File: src/logic/clkd_cfg.svh
`ifndef CLKD_CFG_SVH
`define CLKD_CFG_SVH

// ****************************************************************
// Register offsets (byte addresses on the register port)
// ****************************************************************
`define CLKD_OFF_BUS       4'h0
`define CLKD_OFF_PIX       4'h4

// ****************************************************************
// System-bus divider control fields
// ****************************************************************
`define CLKD_BUS_BUSY_BIT  29
`define CLKD_BUS_EN_HI     28
`define CLKD_BUS_EN_LO     21
`define CLKD_BUS_CONG_IDX  3
`define CLKD_BUS_AUTO_BIT  20
`define CLKD_BUS_SLOW_HI   18
`define CLKD_BUS_SLOW_LO   16
`define CLKD_BUS_FRAC_BIT  5
`define CLKD_BUS_DIV_HI    4
`define CLKD_BUS_DIV_LO    0
`define CLKD_BUS_DIV_RST   5'h01

// ****************************************************************
// Pixel divider control fields
// ****************************************************************
`define CLKD_PIX_GATE_BIT  31
`define CLKD_PIX_BUSY_BIT  29
`define CLKD_PIX_FRAC_BIT  12
`define CLKD_PIX_DIV_HI    11
`define CLKD_PIX_DIV_LO    0
`define CLKD_PIX_DIV_RST   12'h001
`define CLKD_PIX_GATE_RST  1'b1

// ****************************************************************
// Timing counts
// ****************************************************************
`define CLKD_CONG_MASTERS  8'h03
`define CLKD_BUSY_MAX      6'h21
`define CLKD_PIX_BUSY_MAX  9'h100

`endif

File: src/logic/clkd_pkg.sv
`default_nettype none

package clkd_pkg;

  // Slow-mode divide codes
  typedef enum logic [2:0] {
    CLKD_SLOW_BY1  = 3'h0,
    CLKD_SLOW_BY2  = 3'h1,
    CLKD_SLOW_BY4  = 3'h2,
    CLKD_SLOW_BY8  = 3'h3,
    CLKD_SLOW_BY16 = 3'h4,
    CLKD_SLOW_BY32 = 3'h5
  } clkd_slow_code_t;

  typedef logic [4:0]  clkd_bus_ratio_t;
  typedef logic [11:0] clkd_pix_ratio_t;

endpackage

`default_nettype wire

File: src/logic/clkd_div_if.sv
`timescale 1ns/1ps
`default_nettype none

// ****************************************************************
// Link between control registers and one divider
// ****************************************************************
interface clkd_div_if #(parameter int W = 5);
  logic [W-1:0] ratio;
  logic         fracEn;
  logic         load;
  logic         run;
  logic         slow;
  logic [2:0]   slowCode;
  logic         busy;
  logic         tick;

  modport ctrl (output ratio, fracEn, load, run, slow, slowCode,
                input busy, tick);
  modport div  (input ratio, fracEn, load, run, slow, slowCode,
                output busy, tick);
endinterface

`default_nettype wire

File: src/logic/clkd_divider.sv
`timescale 1ns/1ps
`default_nettype none

module clkd_divider #(
  parameter int W      = 5,
  parameter bit FRAC_OK = 1'b1
) (
  // Clock and reset
  input wire logic clk_sys,
  input wire logic rst,
  // Control side
  clkd_div_if.div  d
);

  // ****************************************************************
  // State
  // ****************************************************************
  logic [W-1:0] ratioReg, pendRatio, cntReg, accReg;
  logic         fracReg, pendFrac, pendReg, tickReg;
  logic [4:0]   slowCntReg;

  // Counters and accumulator are sized by W; outside this span they break
  if (W < 2 || W > 16) begin : g_bad_width
    $error("W must lie in 2..16");
  end

  // Slow code to tick mask; codes above the top code clamp to it
  function automatic logic [4:0] slowMask(input logic [2:0] code);
    logic [2:0] c;
    c = (code > 3'h5) ? 3'h5 : code;
    slowMask = 5'(6'h3f >> (3'h6 - c)) & 5'h1f;
    if (c == 3'h0) slowMask = 5'h00;
  endfunction

  // ****************************************************************
  // Period decode
  // ****************************************************************
  // A zero ratio would never end a period, so it behaves as one
  wire [W-1:0] effRatio = (ratioReg == '0) ? W'(1) : ratioReg;
  wire [W:0]   accSum   = {1'b0, accReg} + {1'b0, effRatio};
  wire         baseTick = fracReg ? accSum[W]
                                  : (cntReg == effRatio - W'(1));
  wire         slowDone = !d.slow || (slowCntReg == slowMask(d.slowCode));
  // New ratio lands at a period edge, or at once while stopped
  wire         apply    = pendReg && (baseTick || !d.run);

  assign d.busy = pendReg;
  assign d.tick = tickReg;

  // ****************************************************************
  // Ratio hand-over
  // ****************************************************************
  always_ff @(posedge clk_sys) begin
    if (rst) begin
      pendReg   <= 1'b0;
      pendRatio <= W'(1);
      pendFrac  <= 1'b0;
    end else if (d.load) begin
      pendReg   <= 1'b1;
      pendRatio <= d.ratio;
      pendFrac  <= d.fracEn & FRAC_OK;
    end else if (apply) begin
      pendReg   <= 1'b0;
    end
  end

  // ****************************************************************
  // Counters and output tick
  // ****************************************************************
  always_ff @(posedge clk_sys) begin
    if (rst) begin
      ratioReg <= W'(1);
      fracReg  <= 1'b0;
      cntReg   <= '0;
      accReg   <= '0;
    end else if (apply && !d.load) begin
      ratioReg <= pendRatio;
      fracReg  <= pendFrac;
      cntReg   <= '0;
      accReg   <= '0;
    end else if (d.run) begin
      cntReg   <= baseTick ? '0 : cntReg + W'(1);
      accReg   <= accSum[W-1:0];
    end
  end

  // Slow prescale on top of the base ratio
  always_ff @(posedge clk_sys) begin
    if (rst) begin
      slowCntReg <= 5'h00;
      tickReg    <= 1'b0;
    end else begin
      tickReg <= d.run && baseTick && slowDone;
      if (d.run && baseTick) slowCntReg <= slowDone ? 5'h00
                                          : slowCntReg + 5'h01;
    end
  end

  // ****************************************************************
  // Checks
  // ****************************************************************
  a_int_count_range:
  assert property (@(posedge clk_sys) disable iff (rst)
    !fracReg |-> cntReg < effRatio)
    else $error("integer count beyond ratio");

  a_slow_tick_gap:
  assert property (@(posedge clk_sys) disable iff (rst)
    tickReg && d.slow && d.slowCode != 3'h0 && $stable(d.slowCode)
      |=> !tickReg)
    else $error("slow tick too close");

endmodule

`default_nettype wire

File: src/logic/clkd_top.sv
// Chosen here: the address map and the plain strobed port.
`timescale 1ns/1ps
`default_nettype none
`include "clkd_cfg.svh"
// Operation
// - Each divider's busy flag is high while a new ratio is pending.
// - Auto-slow bit makes the bus clock slow until an enabled event.
// - Per-source enables let activity restore full bus rate.
// - Congestion enable slows while fewer than three masters request.
// - Slow code 0..5 divides the bus rate by 1,2,4,8,16,32.
// - Fractional-enable bit picks fractional or integer bus division.
// - Bus ratio divides the clock; resets to one; zero is illegal.
// - Bus divider runs only while memory sync mode is off.
// - Pixel stop bit resets high; high stops, low runs pixel clock.
// - Pixel ratio divides reference; resets to one; 1..255 legal.

module clkd_top #(
  parameter int NUM_MASTERS = 8
) (
  // Clock and reset
  input  wire logic                   clk_sys,
  input  wire logic                   rst,
  // Register port
  input  wire logic [3:0]             regAddr,
  input  wire logic [31:0]            regWrData,
  input  wire logic                   regWrStrobe,
  input  wire logic                   regRdStrobe,
  output logic      [31:0]            regRdData,
  // Activity sources
  input  wire logic                   coprocActive,
  input  wire logic                   pixelPipeActive,
  input  wire logic                   hdmaActive,
  input  wire logic                   xdmaActive,
  input  wire logic                   masterActive,
  input  wire logic                   cpuDataActive,
  input  wire logic                   cpuFetchActive,
  input  wire logic [NUM_MASTERS-1:0] masterReq,
  // Memory sync mode
  input  wire logic                   memSyncModeEnable,
  // Divided clock enables and bus slow status
  output logic                        busClkTick,
  output logic                        pixClkTick,
  output logic                        busSlowActive
);

  // ****************************************************************
  // Elaboration checks
  // ****************************************************************
  if (NUM_MASTERS < 3 || NUM_MASTERS > 255) begin : g_bad_masters
    $error("NUM_MASTERS must lie in 3..255");
  end

  // Count of requesting masters
  function automatic logic [7:0] countOnes(
    input logic [NUM_MASTERS-1:0] v);
    countOnes = 8'h00;
    for (int i = 0; i < NUM_MASTERS; i++) begin
      countOnes = countOnes + {7'h00, v[i]};
    end
  endfunction

  // ****************************************************************
  // Control registers
  // ****************************************************************
  logic [7:0]                     slowEnReg;
  logic                           autoSlowReg;
  clkd_pkg::clkd_slow_code_t      slowCodeReg;
  logic                           busFracReg;
  clkd_pkg::clkd_bus_ratio_t      busRatioReg;
  logic                           pixGateReg;
  logic                           pixFracReg;
  clkd_pkg::clkd_pix_ratio_t      pixRatioReg;
  logic                           slowReg;
  logic [31:0]                    rdDataReg;
  logic [31:0]                    rdData_next;
  logic [5:0]                     busyAgeReg;
  logic [8:0]                     pixAgeReg;

  clkd_div_if #(.W(5))  busDiv ();
  clkd_div_if #(.W(12)) pixDiv ();

  // Address decode
  wire busSel   = (regAddr == `CLKD_OFF_BUS);
  wire pixSel   = (regAddr == `CLKD_OFF_PIX);
  wire busWrite = regWrStrobe && busSel;
  wire pixWrite = regWrStrobe && pixSel;

  // Register writes; the block trusts software to wait out busy
  always_ff @(posedge clk_sys) begin
    if (rst) begin
      slowEnReg   <= 8'h00;
      autoSlowReg <= 1'b0;
      slowCodeReg <= clkd_pkg::CLKD_SLOW_BY1;
      busFracReg  <= 1'b0;
      busRatioReg <= `CLKD_BUS_DIV_RST;
    end else if (busWrite) begin
      slowEnReg   <= regWrData[`CLKD_BUS_EN_HI:`CLKD_BUS_EN_LO];
      autoSlowReg <= regWrData[`CLKD_BUS_AUTO_BIT];
      slowCodeReg <= clkd_pkg::clkd_slow_code_t'(
                       regWrData[`CLKD_BUS_SLOW_HI:`CLKD_BUS_SLOW_LO]);
      busFracReg  <= regWrData[`CLKD_BUS_FRAC_BIT];
      busRatioReg <= regWrData[`CLKD_BUS_DIV_HI:`CLKD_BUS_DIV_LO];
    end
  end

  // Pixel control; fractional bit is stored and read back but never used for division
  always_ff @(posedge clk_sys) begin
    if (rst) begin
      pixGateReg  <= `CLKD_PIX_GATE_RST;
      pixFracReg  <= 1'b0;
      pixRatioReg <= `CLKD_PIX_DIV_RST;
    end else if (pixWrite) begin
      pixGateReg  <= regWrData[`CLKD_PIX_GATE_BIT];
      pixFracReg  <= regWrData[`CLKD_PIX_FRAC_BIT];
      pixRatioReg <= regWrData[`CLKD_PIX_DIV_HI:`CLKD_PIX_DIV_LO];
    end
  end

  // ****************************************************************
  // Auto-slow decision
  // ****************************************************************
  // Sources in enable order, with the congestion slot left out
  wire [6:0] actVec   = {coprocActive, pixelPipeActive, hdmaActive,
                         xdmaActive, masterActive, cpuDataActive,
                         cpuFetchActive};
  wire [6:0] actEn    = {slowEnReg[7:4], slowEnReg[2:0]};
  wire       congEn   = slowEnReg[`CLKD_BUS_CONG_IDX];
  wire [7:0] reqCount = countOnes(masterReq);
  wire       congBusy = congEn && (reqCount >= `CLKD_CONG_MASTERS);
  wire       fastReq  = (|(actVec & actEn)) || congBusy;
  wire       slow_next = autoSlowReg && !fastReq;

  // Registered so the divider sees a clean level
  always_ff @(posedge clk_sys) begin
    if (rst) slowReg <= 1'b0;
    else     slowReg <= slow_next;
  end

  // ****************************************************************
  // Divider hookup
  // ****************************************************************
  assign busDiv.ratio    = regWrData[`CLKD_BUS_DIV_HI:`CLKD_BUS_DIV_LO];
  assign busDiv.fracEn   = regWrData[`CLKD_BUS_FRAC_BIT];
  assign busDiv.load     = busWrite;
  assign busDiv.run      = !memSyncModeEnable;
  assign busDiv.slow     = slowReg;
  assign busDiv.slowCode = slowCodeReg;

  assign pixDiv.ratio    = regWrData[`CLKD_PIX_DIV_HI:`CLKD_PIX_DIV_LO];
  assign pixDiv.fracEn   = 1'b0;
  assign pixDiv.load     = pixWrite;
  assign pixDiv.run      = !pixGateReg;
  assign pixDiv.slow     = 1'b0;
  assign pixDiv.slowCode = 3'h0;

  clkd_divider #(.W(5), .FRAC_OK(1'b1)) u_bus_div (
    .clk_sys (clk_sys),
    .rst     (rst),
    .d       (busDiv)
  );

  clkd_divider #(.W(12), .FRAC_OK(1'b0)) u_pix_div (
    .clk_sys (clk_sys),
    .rst     (rst),
    .d       (pixDiv)
  );

  // ****************************************************************
  // Read path
  // ****************************************************************
  wire [31:0] busView = {2'h0, busDiv.busy, slowEnReg, autoSlowReg,
                         1'b0, slowCodeReg, 10'h000, busFracReg,
                         busRatioReg};
  wire [31:0] pixView = {pixGateReg, 1'b0, pixDiv.busy, 16'h0000,
                         pixFracReg, pixRatioReg};

  // Unmapped reads answer zero
  always_comb begin
    rdData_next = 32'h0000_0000;
    if (regRdStrobe && busSel) rdData_next = busView;
    if (regRdStrobe && pixSel) rdData_next = pixView;
  end

  // Data stand for the single cycle after the strobe
  always_ff @(posedge clk_sys) begin
    if (rst) rdDataReg <= 32'h0000_0000;
    else     rdDataReg <= rdData_next;
  end

  assign regRdData     = rdDataReg;
  assign busClkTick    = busDiv.tick;
  assign pixClkTick    = pixDiv.tick;
  assign busSlowActive = slowReg;

  // ****************************************************************
  // Checks
  // ****************************************************************
  // Age of a pending bus ratio while the divider runs
  always_ff @(posedge clk_sys) begin
    if (rst || !busDiv.busy || busWrite || !busDiv.run)
      busyAgeReg <= 6'h00;
    else if (busyAgeReg != 6'h3f)
      busyAgeReg <= busyAgeReg + 6'h01;
  end

  // Age of a pending pixel ratio; a stopped divider applies at once
  always_ff @(posedge clk_sys) begin
    if (rst || !pixDiv.busy || pixWrite || !pixDiv.run)
      pixAgeReg <= 9'h000;
    else if (pixAgeReg != 9'h1ff)
      pixAgeReg <= pixAgeReg + 9'h001;
  end

  a_pix_busy_bound:
  assert property (@(posedge clk_sys) disable iff (rst)
    pixAgeReg <= `CLKD_PIX_BUSY_MAX)
    else $error("pixel busy held too long");

  a_pix_readback:
  assert property (@(posedge clk_sys) disable iff (rst)
    regRdStrobe && pixSel |=>
      regRdData[`CLKD_PIX_BUSY_BIT] == $past(pixDiv.busy))
    else $error("pixel busy bit misreported");

  a_bus_busy_quiet:
  assert property (@(posedge clk_sys) disable iff (rst)
    !busDiv.busy && !busWrite |=> !busDiv.busy)
    else $error("bus busy raised without a write");

  a_pix_busy_quiet:
  assert property (@(posedge clk_sys) disable iff (rst)
    !pixDiv.busy && !pixWrite |=> !pixDiv.busy)
    else $error("pixel busy raised without a write");

  a_auto_slow_off:
  assert property (@(posedge clk_sys) disable iff (rst)
    !autoSlowReg |=> !busSlowActive)
    else $error("bus slow without auto-slow");

  a_pix_ratio_read:
  assert property (@(posedge clk_sys) disable iff (rst)
    regRdStrobe && pixSel |=>
      regRdData[`CLKD_PIX_DIV_HI:`CLKD_PIX_DIV_LO] == $past(pixRatioReg))
    else $error("pixel ratio misreported");

  a_bus_busy_rise:
  assert property (@(posedge clk_sys) disable iff (rst)
    busWrite |=> busDiv.busy)
    else $error("bus busy not raised after write");

  a_pix_busy_rise:
  assert property (@(posedge clk_sys) disable iff (rst)
    pixWrite |=> pixDiv.busy)
    else $error("pixel busy not raised after write");

  a_bus_busy_bound:
  assert property (@(posedge clk_sys) disable iff (rst)
    busyAgeReg <= `CLKD_BUSY_MAX)
    else $error("bus busy held too long");

  a_busy_readback:
  assert property (@(posedge clk_sys) disable iff (rst)
    regRdStrobe && busSel |=>
      regRdData[`CLKD_BUS_BUSY_BIT] == $past(busDiv.busy))
    else $error("busy bit misreported");

  a_mem_sync_stop:
  assert property (@(posedge clk_sys) disable iff (rst)
    memSyncModeEnable ##1 memSyncModeEnable |-> !busClkTick)
    else $error("bus tick while memory sync mode");

  a_pix_gate_stop:
  assert property (@(posedge clk_sys) disable iff (rst)
    pixGateReg ##1 pixGateReg |-> !pixClkTick)
    else $error("pixel tick while stopped");

  a_auto_slow_on:
  assert property (@(posedge clk_sys) disable iff (rst)
    autoSlowReg && !fastReq |=> busSlowActive)
    else $error("auto-slow did not engage");

  a_event_fast:
  assert property (@(posedge clk_sys) disable iff (rst)
    (|(actVec & actEn)) |=> !busSlowActive)
    else $error("enabled event left bus slow");

  a_congestion_fast:
  assert property (@(posedge clk_sys) disable iff (rst)
    congEn && reqCount >= 8'h03 |=> !busSlowActive)
    else $error("three masters left bus slow");

  a_reset_ratio:
  assert property (@(posedge clk_sys)
    $past(rst) |-> busRatioReg == 5'h01 && pixRatioReg == 12'h001)
    else $error("ratio reset value wrong");

  a_reset_gate:
  assert property (@(posedge clk_sys)
    $past(rst) |-> pixGateReg && !busSlowActive)
    else $error("pixel stop reset value wrong");

endmodule

`default_nettype wire

File: config.mk
export PLATFORM = sky130hd
export DESIGN_NAME = clkd_top
export DESIGN_NICKNAME = d
export VERILOG_FILES = /design/src/logic/clkd_pkg.sv /design/src/logic/clkd_div_if.sv /design/src/logic/clkd_divider.sv /design/src/logic/clkd_top.sv
export VERILOG_INCLUDE_DIRS = /design/src /design/src/logic
export SDC_FILE = /design/constraint.sdc
export NUM_CORES = 1
export LEC_CHECK = 0
export BUFFER_PORTS_ARGS = -buffer_cell sky130_fd_sc_hd__buf_4
export CORE_ASPECT_RATIO = 0.8
export CORE_UTILIZATION = 53
export CTS_BUF_LIST = sky130_fd_sc_hd__clkbuf_4 sky130_fd_sc_hd__clkbuf_8
export DETAILED_ROUTE_END_ITERATION = 7
export GPL_TIMING_DRIVEN = 1
export HOLD_SLACK_MARGIN = 0.08
export PLACE_DENSITY = 0.76
export SETUP_SLACK_MARGIN = 0.5
export SYNTH_ARGS = -nofsm -noshare
export SYNTH_HDL_FRONTEND = slang
export SYNTH_SLANG_ARGS = --single-unit
File: constraint.sdc
create_clock -name clk_sys -period 7.11 [get_ports clk_sys]
set_input_delay 0.3555 -clock clk_sys [delete_from_list [all_inputs] [get_ports clk_sys]]
set_output_delay 0.3555 -clock clk_sys [all_outputs]
set_load 0.01 [all_outputs]
# After elaboration in Yosys (flattened, before gate mapping)
# Cells that the tools add are included.
# word_totals
regBits	114
inputBits	56
output_inout_bits	35
elab_cells	94
# classes
addsub	14
order_cmp	2
n_eq_ne	4
shifts	1
mux	14
n_bitwise	2
n_reduce_logical	34
# op_table
operator	count
32-bit two-way mux	1
30-bit two-way mux	1
12-bit two-way mux	2
5-bit two-way mux	4
1-bit logical AND	13
12-bit by 1-bit adder with 12-bit output, second input constant	1
12-bit equality test	1
12-bit zero test	1
12-bit by 1-bit subtractor with 12-bit output, second input constant	1
5-bit by 1-bit adder with 5-bit output, second input constant	2
5-bit equality test	2
7-bit by 1-bit adder with 8-bit output	1
8-bit by 2-bit greater-or-equal comparator with 1-bit output, second input constant	1
6-bit by 1-bit adder with 7-bit output	1
7-bit AND	1
7-bit OR reduction	1
5-bit by 1-bit adder with 6-bit output	1
5-bit by 5-bit adder with 6-bit output	1
1-bit zero test	6
2-bit OR reduction	3
6-bit by 3-bit >> shifter with 5-bit output, first input constant	1
4-bit by 1-bit adder with 5-bit output	1
5-bit zero test	1
1-bit two-way mux	5
other kinds (14)	18

# Logic depth before layout (Yosys ltp)
# Gate-level depths: netlist of the first run.
# logic_depth
ltp_word	12
mapped_depth	13
depth_no_buf	13

# By module
# Synthesis of the first run repeated with hierarchy kept, for this count alone.
# hier_totals
cells_unflattened	747
hier_area_um2	6596.3
# modules_own_cells
module	n_inst	cells_per_inst	area_each_um2	seq_area_each_um2
clkd_divider at u_pix_div	1	289	2499.9	860.8
clkd_top	1	252	2242.2	1201.2
clkd_divider at u_bus_div	1	206	1854.3	580.6

# Least setup slack after synthesis of the first run
# OpenSTA, ideal clock, no wires.
# synth_timing
path_type	register to register
from	register u_pix_div.ratioReg[7]
to	register u_pix_div.ratioReg[10]
setup_time_ns	0.072
t_arrival_ns	3.155
required_ns	7.038
path_slack_ns	3.883
stages_incl_launch_ff	13
n_path_buf	2
synth_period_minus_slack_ns	3.227
cell_sequence	dfxtp_1 > buf_6 > nor4_1 > a31oi_1 > ha_1 > nor3b_2 > a31oi_1 > o2111ai_1 > or4_4 > a2111o_4 > a21oi_4 > buf_12 > mux2i_1
# synth_between
elab_chain_cells	7
# synth_rtl
element	line	rtl
start: declaration	clkd_divider.sv:18	logic [W-1:0] ratioReg, pendRatio, cntReg, accReg;
start signal: assignment	clkd_divider.sv:77	ratioReg <= pendRatio;
12-bit zero test	clkd_divider.sv:39	wire [W-1:0] effRatio = (ratioReg == '0) ? W'(1) : ratioReg;
12-bit two-way mux (*)	clkd_divider.sv:39	
12-bit by 1-bit subtractor with 12-bit output (*)	clkd_divider.sv:42	: (cntReg == effRatio - W'(1));
12-bit equality test (*)	clkd_divider.sv:42	
1-bit logical OR (*)	clkd_divider.sv:45	wire apply = pendReg && (baseTick || !d.run);
1-bit logical AND (*)	clkd_divider.sv:45	
1-bit logical AND (*)	clkd_divider.sv:76	end else if (apply && !d.load) begin
# Every way passes the cells marked *; elsewhere a longest branch is shown, timed or not.
# A chain may end at the register's enable or synchronous reset.

# Final worst setup path of the first run
# layout_timing
from	register u_pix_div.ratioReg[5]
to	register u_pix_div.ratioReg[6]
# The elaborated chain is that of the path after synthesis.

==> results of run 1 <==
-- through the flow --
| step | setup slack (ns) | hold WS [ns] | area (um^2) | power [mW] |
|---|---|---|---|---|
| 6_report | 3.33 | 0.197 | 5920 | 1.09 |
| 5_1_grt | 3.12 | 0.201 | 5920 | 1.14 |
| 4_1_cts | 3.36 | 0.183 | 5920 | 1.10 |
| 3_5_place_dp | 3.37 | 0.441 | 5710 | 0.715 |
| 3_3_place_gp | 3.51 | 0.435 | 5710 | 0.713 |
| 2_1_floorplan | 3.88 | 0.417 | 5120 | 0.683 |
-- metal layers --
| metal | share of wire (%) | vias up |
|---|---|---|
| met4 | 0.81 | 0 |
| met1 | 49 | 1952 |
| li1 | - | 2075 |
| met2 | 45 | 96 |
| met5 | 0 | - |
| met3 | 5.5 | 8 |
-- cell type report --
class | instances | area (um^2) | share of cell area (%)
Multi-Input combinational cell | 422 | 2700 | 45.7
Sequential cell | 109 | 2180 | 36.9
Timing Repair Buffer | 80 | 601 | 10.1
Clock buffer | 11 | 145 | 2.45
Tap cell | 115 | 144 | 2.43
Inverter | 21 | 78.8 | 1.33
Clock inverter | 5 | 63.8 | 1.08
-- worst max-delay path, stage by stage, from the launching register on --
cell and delay (ns):
sky130_fd_sc_hd__dfxtp_1 0.40, sky130_fd_sc_hd__nor4_1 0.46, sky130_fd_sc_hd__a31oi_1 0.22, sky130_fd_sc_hd__ha_1 0.28
sky130_fd_sc_hd__nor3b_2 0.19, sky130_fd_sc_hd__a31oi_1 0.22, sky130_fd_sc_hd__o2111ai_1 0.15, sky130_fd_sc_hd__or4_4 0.49
sky130_fd_sc_hd__a2111o_4 0.54, sky130_fd_sc_hd__a21oi_4 0.50, sky130_fd_sc_hd__mux2i_1 0.25
-- path summary, 6_finish.rpt --
kind                                                    startpoint                                  to
worst max-delay path            u_pix_div.ratioReg[5]$_SDFFE_PP0P_  u_pix_div.ratioReg[6]$_SDFFE_PP0P_
worst max register to register  u_pix_div.ratioReg[5]$_SDFFE_PP0P_  u_pix_div.ratioReg[6]$_SDFFE_PP0P_
worst min register to register           slowEnReg[3]$_SDFFE_PP0P_            busSlowActive$_SDFF_PP0_
worst min-delay path                                 regWrData[31]             pixGateReg$_SDFFE_PP1P_
-- cells by family (layout without fill, tap and decap cells) --
family | count (synthesis) | after routing
adder cells (fa/ha/maj) | 21 | 21
AO/OA/AOI/OAI | 81 | 81
XOR/XNOR | 43 | 43
multiplexers | 27 | 27
flip-flops | 109 | 109
other | 1 | 5
buffers and inverters | 52 | 117
AND/OR/NAND/NOR | 245 | 245
-- power groups by stage --
stage          combinational [mW]  sequential, mW  clock [mW]
2_1_floorplan              0.0509           0.632           0
3_3_place_gp               0.0797           0.633           0
3_5_place_dp               0.0819           0.633           0
4_1_cts                    0.0821           0.619       0.402
5_1_grt                    0.0916           0.620       0.424
6_report                   0.0819           0.619       0.393
-- state kept, by name, summed over array words and instances (netlist names), 3 cells and up --
signal,flops
regRdData,27
u_pix_div.cntReg,12
u_pix_div.pendRatio,12
u_pix_div.ratioReg,12
slowEnReg,8
u_bus_div.accReg,5
u_bus_div.cntReg,5
u_bus_div.pendRatio,5
u_bus_div.ratioReg,5
u_bus_div.slowCntReg,5
busDiv.slowCode,3
-- layout by cell type (no fill, tap or decap), drive strengths merged, types with 6 or more instances in the layout --
master and instances:
a21oi 46, and2 14, and3 13, buf 80
clkbuf 11, dfxtp 109, ha 16, inv 24
mux2i 27, nand2 79, nand2b 25, nand3 11
nand4 8, nor2 54, nor2b 7, nor3 12
nor4 6, xnor2 18, xor2 25
==> results.md, run 1 <==
- Placement row count: 31
- Setup clock skew after layout: about 0.016 ns
- Final Hold Viols: 0
- Worst setup slack for register-to-register paths: between 3 and 4 ns
- GR met2 Demand/Resource: 34.9%
- N_diodes: 0
- Filler instances: approximately 790
- Adder and majority gate portion of the synthesized area: approximately 6%
- Setup_tns: 0 ns
- Routed vias/inst: around 5.4
- Post-synthesis simple-gate area fraction: between 20% and 30%
- Category of the critical setup timing path: reg2reg
- Leak: approximately 2.5 nW
- Result of the run: finished, violations left
- Post-route core utilization: approximately 64%
- Hold/Removal Path Class: in2reg
- Htree depth: 3
- Logic gate share of total power: about 7.5%
- Switch share: a little under a quarter
- Fraction of synthesized area in multiplexers: 5.29%
- Final Max Slew Viols: 0
- Remaining global-route overflow: 0
- Part of the total power dissipated in the clock network: around 36%
- Critical path startpoint category: flip-flop
- Port Buffers: 79
- Post-synthesis cell area: around 5100 um^2
- Violated checks: design-rule violations
- Core area: ~9000 um^2
- Number of iterations in the first detailed-routing pass: 8
- Cell variety after synth: 57
- DIE HEIGHT: approximately 90 um
- Kind of capture point of the worst setup path: flip-flop
- Worst Tran Pin Value: between 0.8 and 0.9 ns
- Number of nets in the final layout: approximately 700
- Xor and xnor area share after synthesis: 7.37%
- Syn Area/Cell: around 8.8 um^2
- Largest family of logic cells by synthesized area: simple AND/OR/NAND/NOR gates
- Inst Count DP: between 700 and 800
- Compound-gate portion of the synthesized area: between 10% and 20%
- Share of synthesized flip-flops with an asynchronous set or reset: 0%
- Logic depth of the worst register-to-register path: 10
- Global-route total usage across every layer: a little under a quarter
- Synth Instances: ~580
- Root Buffer: sky130_fd_sc_hd__clkbuf_8
- GRT Max-Usage Layer: met2
- Post-DP HPWL: 7910 um
- Final setup violation count: 0
- X dimension of the die: about 110 um
- Total number of vias: 4131
- Clock tree sinks: between 100 and 150
- M1 GR Usage: a little under a third
- Internal Dissipation: roughly 830 uW
- Net Switching: roughly 260 uW
- Sequential fraction of design power: between 50% and 60%
- Wire length of the first global-routing pass: 18400 um
- Number of register bits inferred by synthesis: approximately 110
- Post-CTS setup buffer count: 0
- Cell accounting for the most synthesized area: sky130_fd_sc_hd__dfxtp_1
- DRT Wirelength: 11000 um
- Min cycle time layout: roughly 3.8 ns
- Ratio of final minimum period to clock period: 53.2%
- Maximum number of buffers from clock root to sink: 2
- Number of flops mapped to enable cells by yosys: 0
- Ratio of cells with drive above 1 in the final layout: 16.5%
- Maximum number of pins on one net before global-route repair: 77
- TritonCTS buffer count: 9
- Seq/Total Area, Yosys: between 40% and 50%
- Final instance count without filler cells: 763
- Clk_lat worst skew: between 0.3 and 0.4 ns
- Most common cell in the netlist: sky130_fd_sc_hd__dfxtp_1
- Initial core utilization: between 50% and 60%
- Hold buffers post-CTS: 0
- Fmax: approximately 260 MHz
- Count of cells along the worst hold path: 3
- Number of nets with antenna violations after detailed routing: 0
- Iteration-0 DRC Markers: ~320
- Final Wtd Congestion: just over 0.8
- Critical Path RT: roughly 7.4 ns
- Ratio of total power to cell area: approximately 180 nW/um^2
- Critical path data arrival time: roughly 4.1 ns
- Ys Warns: 0
- VDD IR-drop max: approximately 0.11 mV
- Initial antenna violation count: 0
- Setup repair after global routing missed its margin: false
- CTS-repair resized insts: 0
- Worst max-slew margin expressed relative to the limit: a little over two fifths
- Average wire per standard cell: between 10 and 15 um
- Die footprint: between 10000 and 15000 um^2
- I/O Pins: a little over 90
- Number of design rule violations left after detail routing: 12
- Layout Area Growth over Synthesis: 15.8%
- CTS clk-pin slew, worst paths: approximately 0.10 ns
- Met3 Track Usage GR: under 10%
- Dominant cells by area after synthesis: sky130_fd_sc_hd__dfxtp_1, sky130_fd_sc_hd__nand2_1, sky130_fd_sc_hd__mux2i_1
- Fraction of synthesized cell area taken by the top area cell type: between 40% and 50%
- Top cells by count, synth: sky130_fd_sc_hd__dfxtp_1, sky130_fd_sc_hd__nand2_1, sky130_fd_sc_hd__nor2_1, sky130_fd_sc_hd__a21oi_1, sky130_fd_sc_hd__mux2i_1
- Most common flop cell mapped by yosys: sky130_fd_sc_hd__dfxtp_1
- Vias in the first global route: between 3000 and 4000
- MaxCap Viol Count: 0
- TritonCTS clock tree: built
- Peak fanout along the critical path: 12
Note: power is estimated with default switching activity, not from simulation.
==> run 2: changes to the inputs <==
Settings changed: ABC_AREA set to 1.
Clock period 7.11 ns to 3.75 ns, I/O delays scaled along.
==> results.md, run 2 <==
- Critical Path RT: 4.04 ns (was 7.41 ns)
- N_diodes: 0 (unchanged)
- Final Max Slew Viols: 0 (unchanged)
- Cell accounting for the most synthesized area: sky130_fd_sc_hd__dfxtp_1 (unchanged)
- Remaining global-route overflow: 0 (unchanged)
- CTS clk-pin slew, worst paths: 0.11 ns (was 0.10 ns)
- Cell type with the highest occurrence count on the critical path: sky130_fd_sc_hd__nand2_1 (was sky130_fd_sc_hd__a31oi_1)
- DIE HEIGHT: 93.2 um (was 89.8 um)
- Htree depth: 3 (unchanged)
- Ratio of cells with drive above 1 in the final layout: 15.8% (was 16.5%)
- Seq/Total Area, Yosys: 39.6% (was 42.7%)
- Hold/Removal Path Class: in2reg (unchanged)
- Clk_lat worst skew: 0.39 ns (was 0.38 ns)
- Die footprint: 10800 um^2 (was 10000 um^2)
- Flip-flop count of the largest register after layout: 27 (unchanged)
- X dimension of the die: 116 um (was 112 um)
- Number of design rule violations left after detail routing: 0 (was 12)
- DRT Wirelength: 13100 um (was 11000 um)
- Dominant cells by area after synthesis: sky130_fd_sc_hd__dfxtp_1, sky130_fd_sc_hd__nand2_1, sky130_fd_sc_hd__inv_1 (was sky130_fd_sc_hd__dfxtp_1, sky130_fd_sc_hd__nand2_1, sky130_fd_sc_hd__mux2i_1)
- Post-DP HPWL: 9450 um (was 7910 um)
- Stage delay of the slowest cell on the critical path: 0.36 ns (was 0.54 ns)
- Number of iterations in the first detailed-routing pass: 6 (was 8)
- Worst Tran Pin Value: 1.07 ns (was 0.865 ns)
- Total number of vias: 5084 (was 4131)
- Result of the run: finished, final reports clean (was finished, violations left)
- I/O Pins: 91 (unchanged)
- Vias in the first global route: 4746 (was 3842)
- Fraction of synthesized area in multiplexers: 0% (was 5.29%)
- Peak fanout along the critical path: 9 (was 12)
- Clock tree sinks: 109 (unchanged)
- Critical path startpoint category: flip-flop (unchanged)
- Category of the critical setup timing path: reg2reg (unchanged)
- Setup_tns: 0 ns (unchanged)
- Average wire per standard cell: 13.1 um (was 14.5 um)
- Most frequent cells in the layout: sky130_fd_sc_hd__nand2_1, sky130_fd_sc_hd__inv_1, sky130_fd_sc_hd__dfxtp_1 (was sky130_fd_sc_hd__dfxtp_1, sky130_fd_sc_hd__buf_4, sky130_fd_sc_hd__nand2_1)
- Syn Area/Cell: 7.17 um^2 (was 8.82 um^2)
- Leak: 3.04 nW (was 2.45 nW)
- Maximum number of buffers from clock root to sink: 2 (unchanged)
- Worst max-slew margin expressed relative to the limit: 28.5% (was 42.1%)
- MaxCap Viol Count: 0 (unchanged)
- Most common flop cell mapped by yosys: sky130_fd_sc_hd__dfxtp_1 (unchanged)
- Kind of capture point of the worst setup path: flip-flop (unchanged)
- Initial antenna violation count: 0 (unchanged)
- Number of nets in the final layout: 933 (was 720)
- Adder and majority gate portion of the synthesized area: 5.44% (was 5.88%)
- Critical path data arrival time: 3.25 ns (was 4.09 ns)
- Final setup violation count: 0 (unchanged)
- Wire length of the first global-routing pass: 21500 um (was 18400 um)
- Placement row count: 32 (was 31)
- Routed vias/inst: 5.10 (was 5.41)
- Worst path cell trace: inv_2 -> nand2_1 -> nor2_2 -> nand2_2 -> nand2_2 -> inv_2 -> ha_1 -> nand2_1 -> nand2_1 -> nand2_1 -> nand2_1 -> nor2_1 -> nand2_1 -> nor2_1 -> nand2_1 -> nor2_1 -> nand2_1 -> nor2_2 -> nand3_4 -> nand2_8 -> nand3_4 -> nand2_8 -> nor2_1 (was nor4_1 -> a31oi_1 -> ha_1 -> nor3b_2 -> a31oi_1 -> o2111ai_1 -> or4_4 -> a2111o_4 -> a21oi_4 -> mux2i_1)
- Ratio of total power to cell area: 316 nW/um^2 (was 185 nW/um^2)
- Port Buffers: 79 (unchanged)
- Post-synthesis cell area: 5520 um^2 (was 5110 um^2)
- Largest family of logic cells by synthesized area: simple AND/OR/NAND/NOR gates (unchanged)
- Cell variety after synth: 37 (was 57)
- Fraction of synthesized cell area taken by the top area cell type: 39.6% (was 42.7%)
- Final Hold Viols: 0 (unchanged)
- Final total power: 2.09 mW (was 1.09 mW)
- CP bufs+invs: 2 (was 0)
- Most common cell in the netlist: sky130_fd_sc_hd__nand2_1 (was sky130_fd_sc_hd__dfxtp_1)
- Initial core utilization: 55.8% (was 55.6%)
- Critical path's top delay family: simple AND/OR/NAND/NOR gates (was compound AO/OA/AOI/OAI gates)
- Iteration-0 DRC Markers: 331 (was 315)
- Number of flops mapped to enable cells by yosys: 0 (unchanged)
- TritonCTS buffer count: 9 (unchanged)
- Compound-gate portion of the synthesized area: 8.87% (was 10.3%)
- Setup repair after global routing missed its margin: false (unchanged)
- Critical path's slowest cell: sky130_fd_sc_hd__dfxtp_1 (was sky130_fd_sc_hd__a2111o_4)
- Number of nets with antenna violations after detailed routing: 0 (unchanged)
- TritonCTS clock tree: built (unchanged)
- Fmax: 338 MHz (was 264 MHz)
- Core area: 9890 um^2 (was 9190 um^2)
- Synth Instances: 769 (was 579)
- Top cells by count, synth: sky130_fd_sc_hd__nand2_1, sky130_fd_sc_hd__inv_1, sky130_fd_sc_hd__dfxtp_1, sky130_fd_sc_hd__nor2_1, sky130_fd_sc_hd__nand3_1 (was sky130_fd_sc_hd__dfxtp_1, sky130_fd_sc_hd__nand2_1, sky130_fd_sc_hd__nor2_1, sky130_fd_sc_hd__a21oi_1, sky130_fd_sc_hd__mux2i_1)
- Most common cell after layout, fill and taps aside: sky130_fd_sc_hd__nand2_1 (was sky130_fd_sc_hd__dfxtp_1)
- Number of register bits inferred by synthesis: 109 (unchanged)
- Ratio of final minimum period to clock period: 79.0% (was 53.2%)
- Share of synthesized flip-flops with an asynchronous set or reset: 0% (unchanged)
- Xor and xnor area share after synthesis: 5.40% (was 7.37%)
- Final Wtd Congestion: 0.925 (was 0.829)
- Global-route total usage across every layer: 25.4% (was 22.7%)
- Min cycle time layout: 2.96 ns (was 3.78 ns)
- Maximum number of pins on one net before global-route repair: 39 (was 77)
- Setup clock skew after layout: 0.0117 ns (was 0.0161 ns)
- Filler instances: 839 (was 786)
- VDD IR-drop max: 0.308 mV (was 0.107 mV)
- Root Buffer: sky130_fd_sc_hd__clkbuf_8 (unchanged)
- Layout Area Growth over Synthesis: 20.1% (was 15.8%)
- Post-synthesis simple-gate area fraction: 29.3% (was 23.7%)
- Ys Warns: 0 (unchanged)
==> run 2: worst reg2reg max path, stage by stage (launching register included) <==
cell and delay (ns):
sky130_fd_sc_hd__dfxtp_1 0.36, sky130_fd_sc_hd__inv_2 0.11, sky130_fd_sc_hd__nand2_1 0.07, sky130_fd_sc_hd__nor2_2 0.16, sky130_fd_sc_hd__nand2_2 0.10, sky130_fd_sc_hd__nand2_2 0.09, sky130_fd_sc_hd__inv_2 0.06, sky130_fd_sc_hd__ha_1 0.26
sky130_fd_sc_hd__nand2_1 0.11, sky130_fd_sc_hd__nand2_1 0.05, sky130_fd_sc_hd__nand2_1 0.05, sky130_fd_sc_hd__nand2_1 0.07, sky130_fd_sc_hd__nor2_1 0.09, sky130_fd_sc_hd__nand2_1 0.06, sky130_fd_sc_hd__nor2_1 0.09, sky130_fd_sc_hd__nand2_1 0.06
sky130_fd_sc_hd__nor2_1 0.13, sky130_fd_sc_hd__nand2_1 0.08, sky130_fd_sc_hd__nor2_2 0.12, sky130_fd_sc_hd__nand3_4 0.14, sky130_fd_sc_hd__nand2_8 0.13, sky130_fd_sc_hd__nand3_4 0.20, sky130_fd_sc_hd__nand2_8 0.20, sky130_fd_sc_hd__nor2_1 0.06
==> run 2: per-stage QoR <==
stage                     hold WS, ns  area, um^2  instances  setup slack [ns]  util, %
after floorplan                 0.301        5530        773             0.982        -
after global placement          0.399        6110        953             0.692     61.8
after detailed placement        0.411        6110        953             0.627     61.8
after CTS                      0.0868        6530        992             0.568     66.0
after global routing           0.0987        6620        997             0.481     67.0
final                           0.103        6620        997             0.789     67.0
==> run 2: final cells by class <==
class	instances	area, um^2	share of cell area (%)
Sequential cell	109	2190	33.0
Clock buffer	9	124	1.87
Clock inverter	7	65.1	0.983
Timing Repair Buffer	106	853	12.9
Multi-Input combinational cell	514	2790	42.1
Inverter	116	435	6.58
Tap cell	136	170	2.57
==> run 2: logic make-up (layout without fill, tap and decap cells) <==
family          after synthesis  in the layout
compound gates               95             95
xor+xnor                     34             34
fa+ha+maj                    21             21
buf+inv                     152            238
flops                       109            109
other cells                   1              5
simple gates                357            359
==> run 2: power breakdown <==
part	switching [mW]	internal (mW)	total [mW]
Sequential	0.0107	1.17	1.18
Clock	0.443	0.261	0.704
Combinational	0.109	0.0955	0.204
Total	0.563	1.53	2.09
==> run 2: worst paths after layout <==
check | start | to | slack [ns] | depth (start not counted)
max | u_pix_div.ratioReg[7]$_SDFFE_PP0P_ | u_pix_div.cntReg[3]$_SDFFE_PP0N_ | 0.79 | 23
min | regWrData[16] | busDiv.slowCode[0]$_SDFFE_PP0P_ | 0.10 | 3
max reg2reg | u_pix_div.ratioReg[7]$_SDFFE_PP0P_ | u_pix_div.cntReg[3]$_SDFFE_PP0N_ | 0.79 | 23
min reg2reg | pixFracReg$_SDFFE_PP0P_ | regRdData[12]$_SDFF_PP0_ | 0.44 | 2
==> run 2: routing by layer <==
layer	GRT usage, %	vias to the layer above	share of wire, %
met5	0	-	0
met4	8.12	0	1.3
met3	6.93	17	6.5
met2	39.0	142	44
met1	34.4	2318	48
li1	-	2607	-
==> run 2: repair_timing <==
item,in CTS,in global routing
setup endpoints to repair,0,24
endpoints found under the hold margin,25,0
hold buffers,23,0
gates resized for setup,0,12
setup buffers,0,3
==> run 3: changes to the inputs <==
Clock period 3.75 ns to 3 ns, I/O delays scaled along.
==> results.md, run 3 (synthesized netlist as in run 2, its figures left out) <==
- DIE HEIGHT: 93.2 um (unchanged)
- Htree depth: 3 (unchanged)
- TritonCTS buffer count: 9 (unchanged)
- CTS clk-pin slew, worst paths: 0.11 ns (about the same)
- Worst Tran Pin Value: 0.650 ns (was 1.07 ns)
- Most frequent cells in the layout: sky130_fd_sc_hd__nand2_1, sky130_fd_sc_hd__inv_1, sky130_fd_sc_hd__buf_4 (was sky130_fd_sc_hd__nand2_1, sky130_fd_sc_hd__inv_1, sky130_fd_sc_hd__dfxtp_1)
- Number of nets in the final layout: 960 (was 933)
- Met3 Track Usage GR: 8.10% (was 6.93%)
- Count of cells along the worst hold path: 3 (unchanged)
- Global-route total usage across every layer: 27.4% (was 25.4%)
- Setup clock skew after layout: 0.0169 ns (was 0.0117 ns)
- Leak: 3.25 nW (was 3.04 nW)
- Ratio of total power to cell area: 389 nW/um^2 (was 316 nW/um^2)
- Min cycle time layout: 2.68 ns (was 2.96 ns)
- Clock tree sinks: 109 (unchanged)
- GRT Max-Usage Layer: met2 (unchanged)
- Initial antenna violation count: 0 (unchanged)
- Clk_lat worst skew: 0.39 ns (about the same)
- Wire length of the first global-routing pass: 23200 um (was 21500 um)
- Core area: 9890 um^2 (unchanged)
- Final Max Slew Viols: 0 (unchanged)
- Critical path data arrival time: 2.95 ns (was 3.25 ns)
- Maximum number of buffers from clock root to sink: 2 (unchanged)
- Summed area of non-filler cells in the final layout: 7010 um^2 (was 6620 um^2)
- Number of nets with antenna violations after detailed routing: 0 (unchanged)
- Maximum number of pins on one net before global-route repair: 34 (was 39)
- Post-DP HPWL: 9700 um (was 9450 um)
- Critical Path RT: 3.28 ns (was 4.04 ns)
- Peak fanout along the critical path: 8 (was 9)
- Final setup violation count: 0 (unchanged)
- I/O Pins: 91 (unchanged)
- Logic depth of the worst register-to-register path: 25 (was 23)
- Critical path startpoint category: flip-flop (unchanged)
- Layout Area Growth over Synthesis: 27.0% (was 20.1%)
- Initial core utilization: 55.8% (unchanged)
- Ratio of cells with drive above 1 in the final layout: 21.2% (was 15.8%)
- Category of the critical setup timing path: reg2reg (unchanged)
- Filler instances: 781 (was 839)
- Total number of vias: 5358 (was 5084)
- Routed vias/inst: 5.23 (was 5.10)
- Placement row count: 32 (unchanged)
- TritonCTS clock tree: built (unchanged)
- X dimension of the die: 116 um (unchanged)
- M1 GR Usage: 35.5% (was 34.4%)
- GR met2 Demand/Resource: 44.0% (was 39.0%)
- VDD IR-drop max: 0.315 mV (was 0.308 mV)
- Remaining global-route overflow: 0 (unchanged)
- Hold/Removal Path Class: in2reg (unchanged)
- MaxCap Viol Count: 0 (unchanged)
- Average wire per standard cell: 14.1 um (was 13.1 um)
- Die footprint: 10800 um^2 (unchanged)
- Final Hold Viols: 0 (unchanged)
- Setup_tns: 0 ns (unchanged)
- Root Buffer: sky130_fd_sc_hd__clkbuf_8 (unchanged)
- Kind of capture point of the worst setup path: flip-flop (unchanged)
- Final Wtd Congestion: 0.913 (was 0.925)
- Result of the run: finished, final reports clean (unchanged)
- Most common cell after layout, fill and taps aside: sky130_fd_sc_hd__nand2_1 (unchanged)
- Number of design rule violations left after detail routing: 0 (unchanged)
- Iteration-0 DRC Markers: 363 (was 331)
- N_diodes: 0 (unchanged)
- Cell area after placement: 6200 um^2 (was 6110 um^2)
- Worst max-slew margin expressed relative to the limit: 56.5% (was 28.5%)
- Port Buffers: 79 (unchanged)
- Number of iterations in the first detailed-routing pass: 5 (was 6)
- Flip-flop count of the largest register after layout: 27 (unchanged)
- Fmax: 373 MHz (was 338 MHz)
- Setup repair after global routing missed its margin: true (was false)
- Vias in the first global route: 5078 (was 4746)
- Ratio of final minimum period to clock period: 89.3% (was 79.0%)
- DRT Wirelength: 14500 um (was 13100 um)
==> run 3: path summary, 6_finish.rpt <==
path              slack, ns                                from                                  to
hold reg to reg        0.45             pixFracReg$_SDFFE_PP0P_            regRdData[12]$_SDFF_PP0_
setup / recovery       0.32  u_pix_div.ratioReg[5]$_SDFFE_PP0P_  u_pix_div.ratioReg[3]$_SDFFE_PP0P_
setup reg to reg       0.32  u_pix_div.ratioReg[5]$_SDFFE_PP0P_  u_pix_div.ratioReg[3]$_SDFFE_PP0P_
hold / removal         0.09                       regWrData[25]           slowEnReg[4]$_SDFFE_PP0P_
==> run 3: timing repair <==
item / CTS / global route
endpoints found under the hold margin: 35 / 0
gates resized for setup: 24 / 30
endpoints found under the setup margin: 41 / 48
setup buffers: 6 / 9
hold buffers: 28 / 0
cloned: 1 / 1
pin swaps: 6 / 7
==> run 3: area by class of cell <==
cell class | instances | area, um^2 | area share (%)
well taps | 136 | 170 | 2.43
multi-input cells | 514 | 2890 | 41.2
clock inverters | 6 | 78.8 | 1.13
repair buffers | 133 | 1090 | 15.6
flip-flops and latches | 109 | 2210 | 31.5
clock buffers | 10 | 131 | 1.88
inverters | 116 | 438 | 6.25
==> run 3: worst max-delay path, stage by stage (launching register included) <==
cell,delay (ns)
sky130_fd_sc_hd__dfxtp_4,0.38
sky130_fd_sc_hd__inv_1,0.05
sky130_fd_sc_hd__nand2_2,0.11
sky130_fd_sc_hd__nor2_4,0.05
sky130_fd_sc_hd__nand2_2,0.09
sky130_fd_sc_hd__nand2_4,0.06
sky130_fd_sc_hd__inv_4,0.07
sky130_fd_sc_hd__ha_4,0.19
sky130_fd_sc_hd__inv_2,0.05
sky130_fd_sc_hd__nand2_2,0.08
sky130_fd_sc_hd__nand2_1,0.06
sky130_fd_sc_hd__nand2_1,0.07
sky130_fd_sc_hd__nand2_2,0.06
sky130_fd_sc_hd__nor2_2,0.08
sky130_fd_sc_hd__nand2_1,0.07
sky130_fd_sc_hd__nor2_1,0.09
sky130_fd_sc_hd__nand2_1,0.06
sky130_fd_sc_hd__nor2_1,0.09
sky130_fd_sc_hd__nand2_1,0.07
sky130_fd_sc_hd__nor2_2,0.09
sky130_fd_sc_hd__nand3_2,0.10
sky130_fd_sc_hd__nand2_4,0.08
sky130_fd_sc_hd__nand3_4,0.13
sky130_fd_sc_hd__buf_12,0.19
sky130_fd_sc_hd__nand3_1,0.08
sky130_fd_sc_hd__nand2_1,0.09
==> run 3: routing by layer <==
metal | part of all wire, % | wire length, um
met3 | 7.7 | 1120
met1 | 44 | 6370
met4 | 1.6 | 225
met5 | 0 | 0
met2 | 47 | 6750
==> run 3: metrics by stage <==
| stage | total power, mW | instances | util, % | hold slack [ns] | setup WS (ns) |
|---|---|---|---|---|---|
| floorplan | 1.66 | 773 | - | 0.263 | 0.298 |
| global route | 2.82 | 1024 | 70.8 | 0.111 | 0.113 |
| global placement | 1.73 | 963 | 62.7 | 0.362 | 0.135 |
| detailed placement | 1.75 | 963 | 62.7 | 0.367 | 0.0794 |
| CTS | 2.71 | 1014 | 69.1 | 0.0863 | 0.386 |
| finish | 2.72 | 1024 | 70.8 | 0.0866 | 0.322 |
==> run 3: where the power goes <==
group / total, mW / switching (mW) / internal [mW]
Combinational: 0.292 / 0.155 / 0.137
Clock: 0.957 / 0.543 / 0.414
Sequential: 1.47 / 0.0136 / 1.46
Total: 2.72 / 0.711 / 2.01
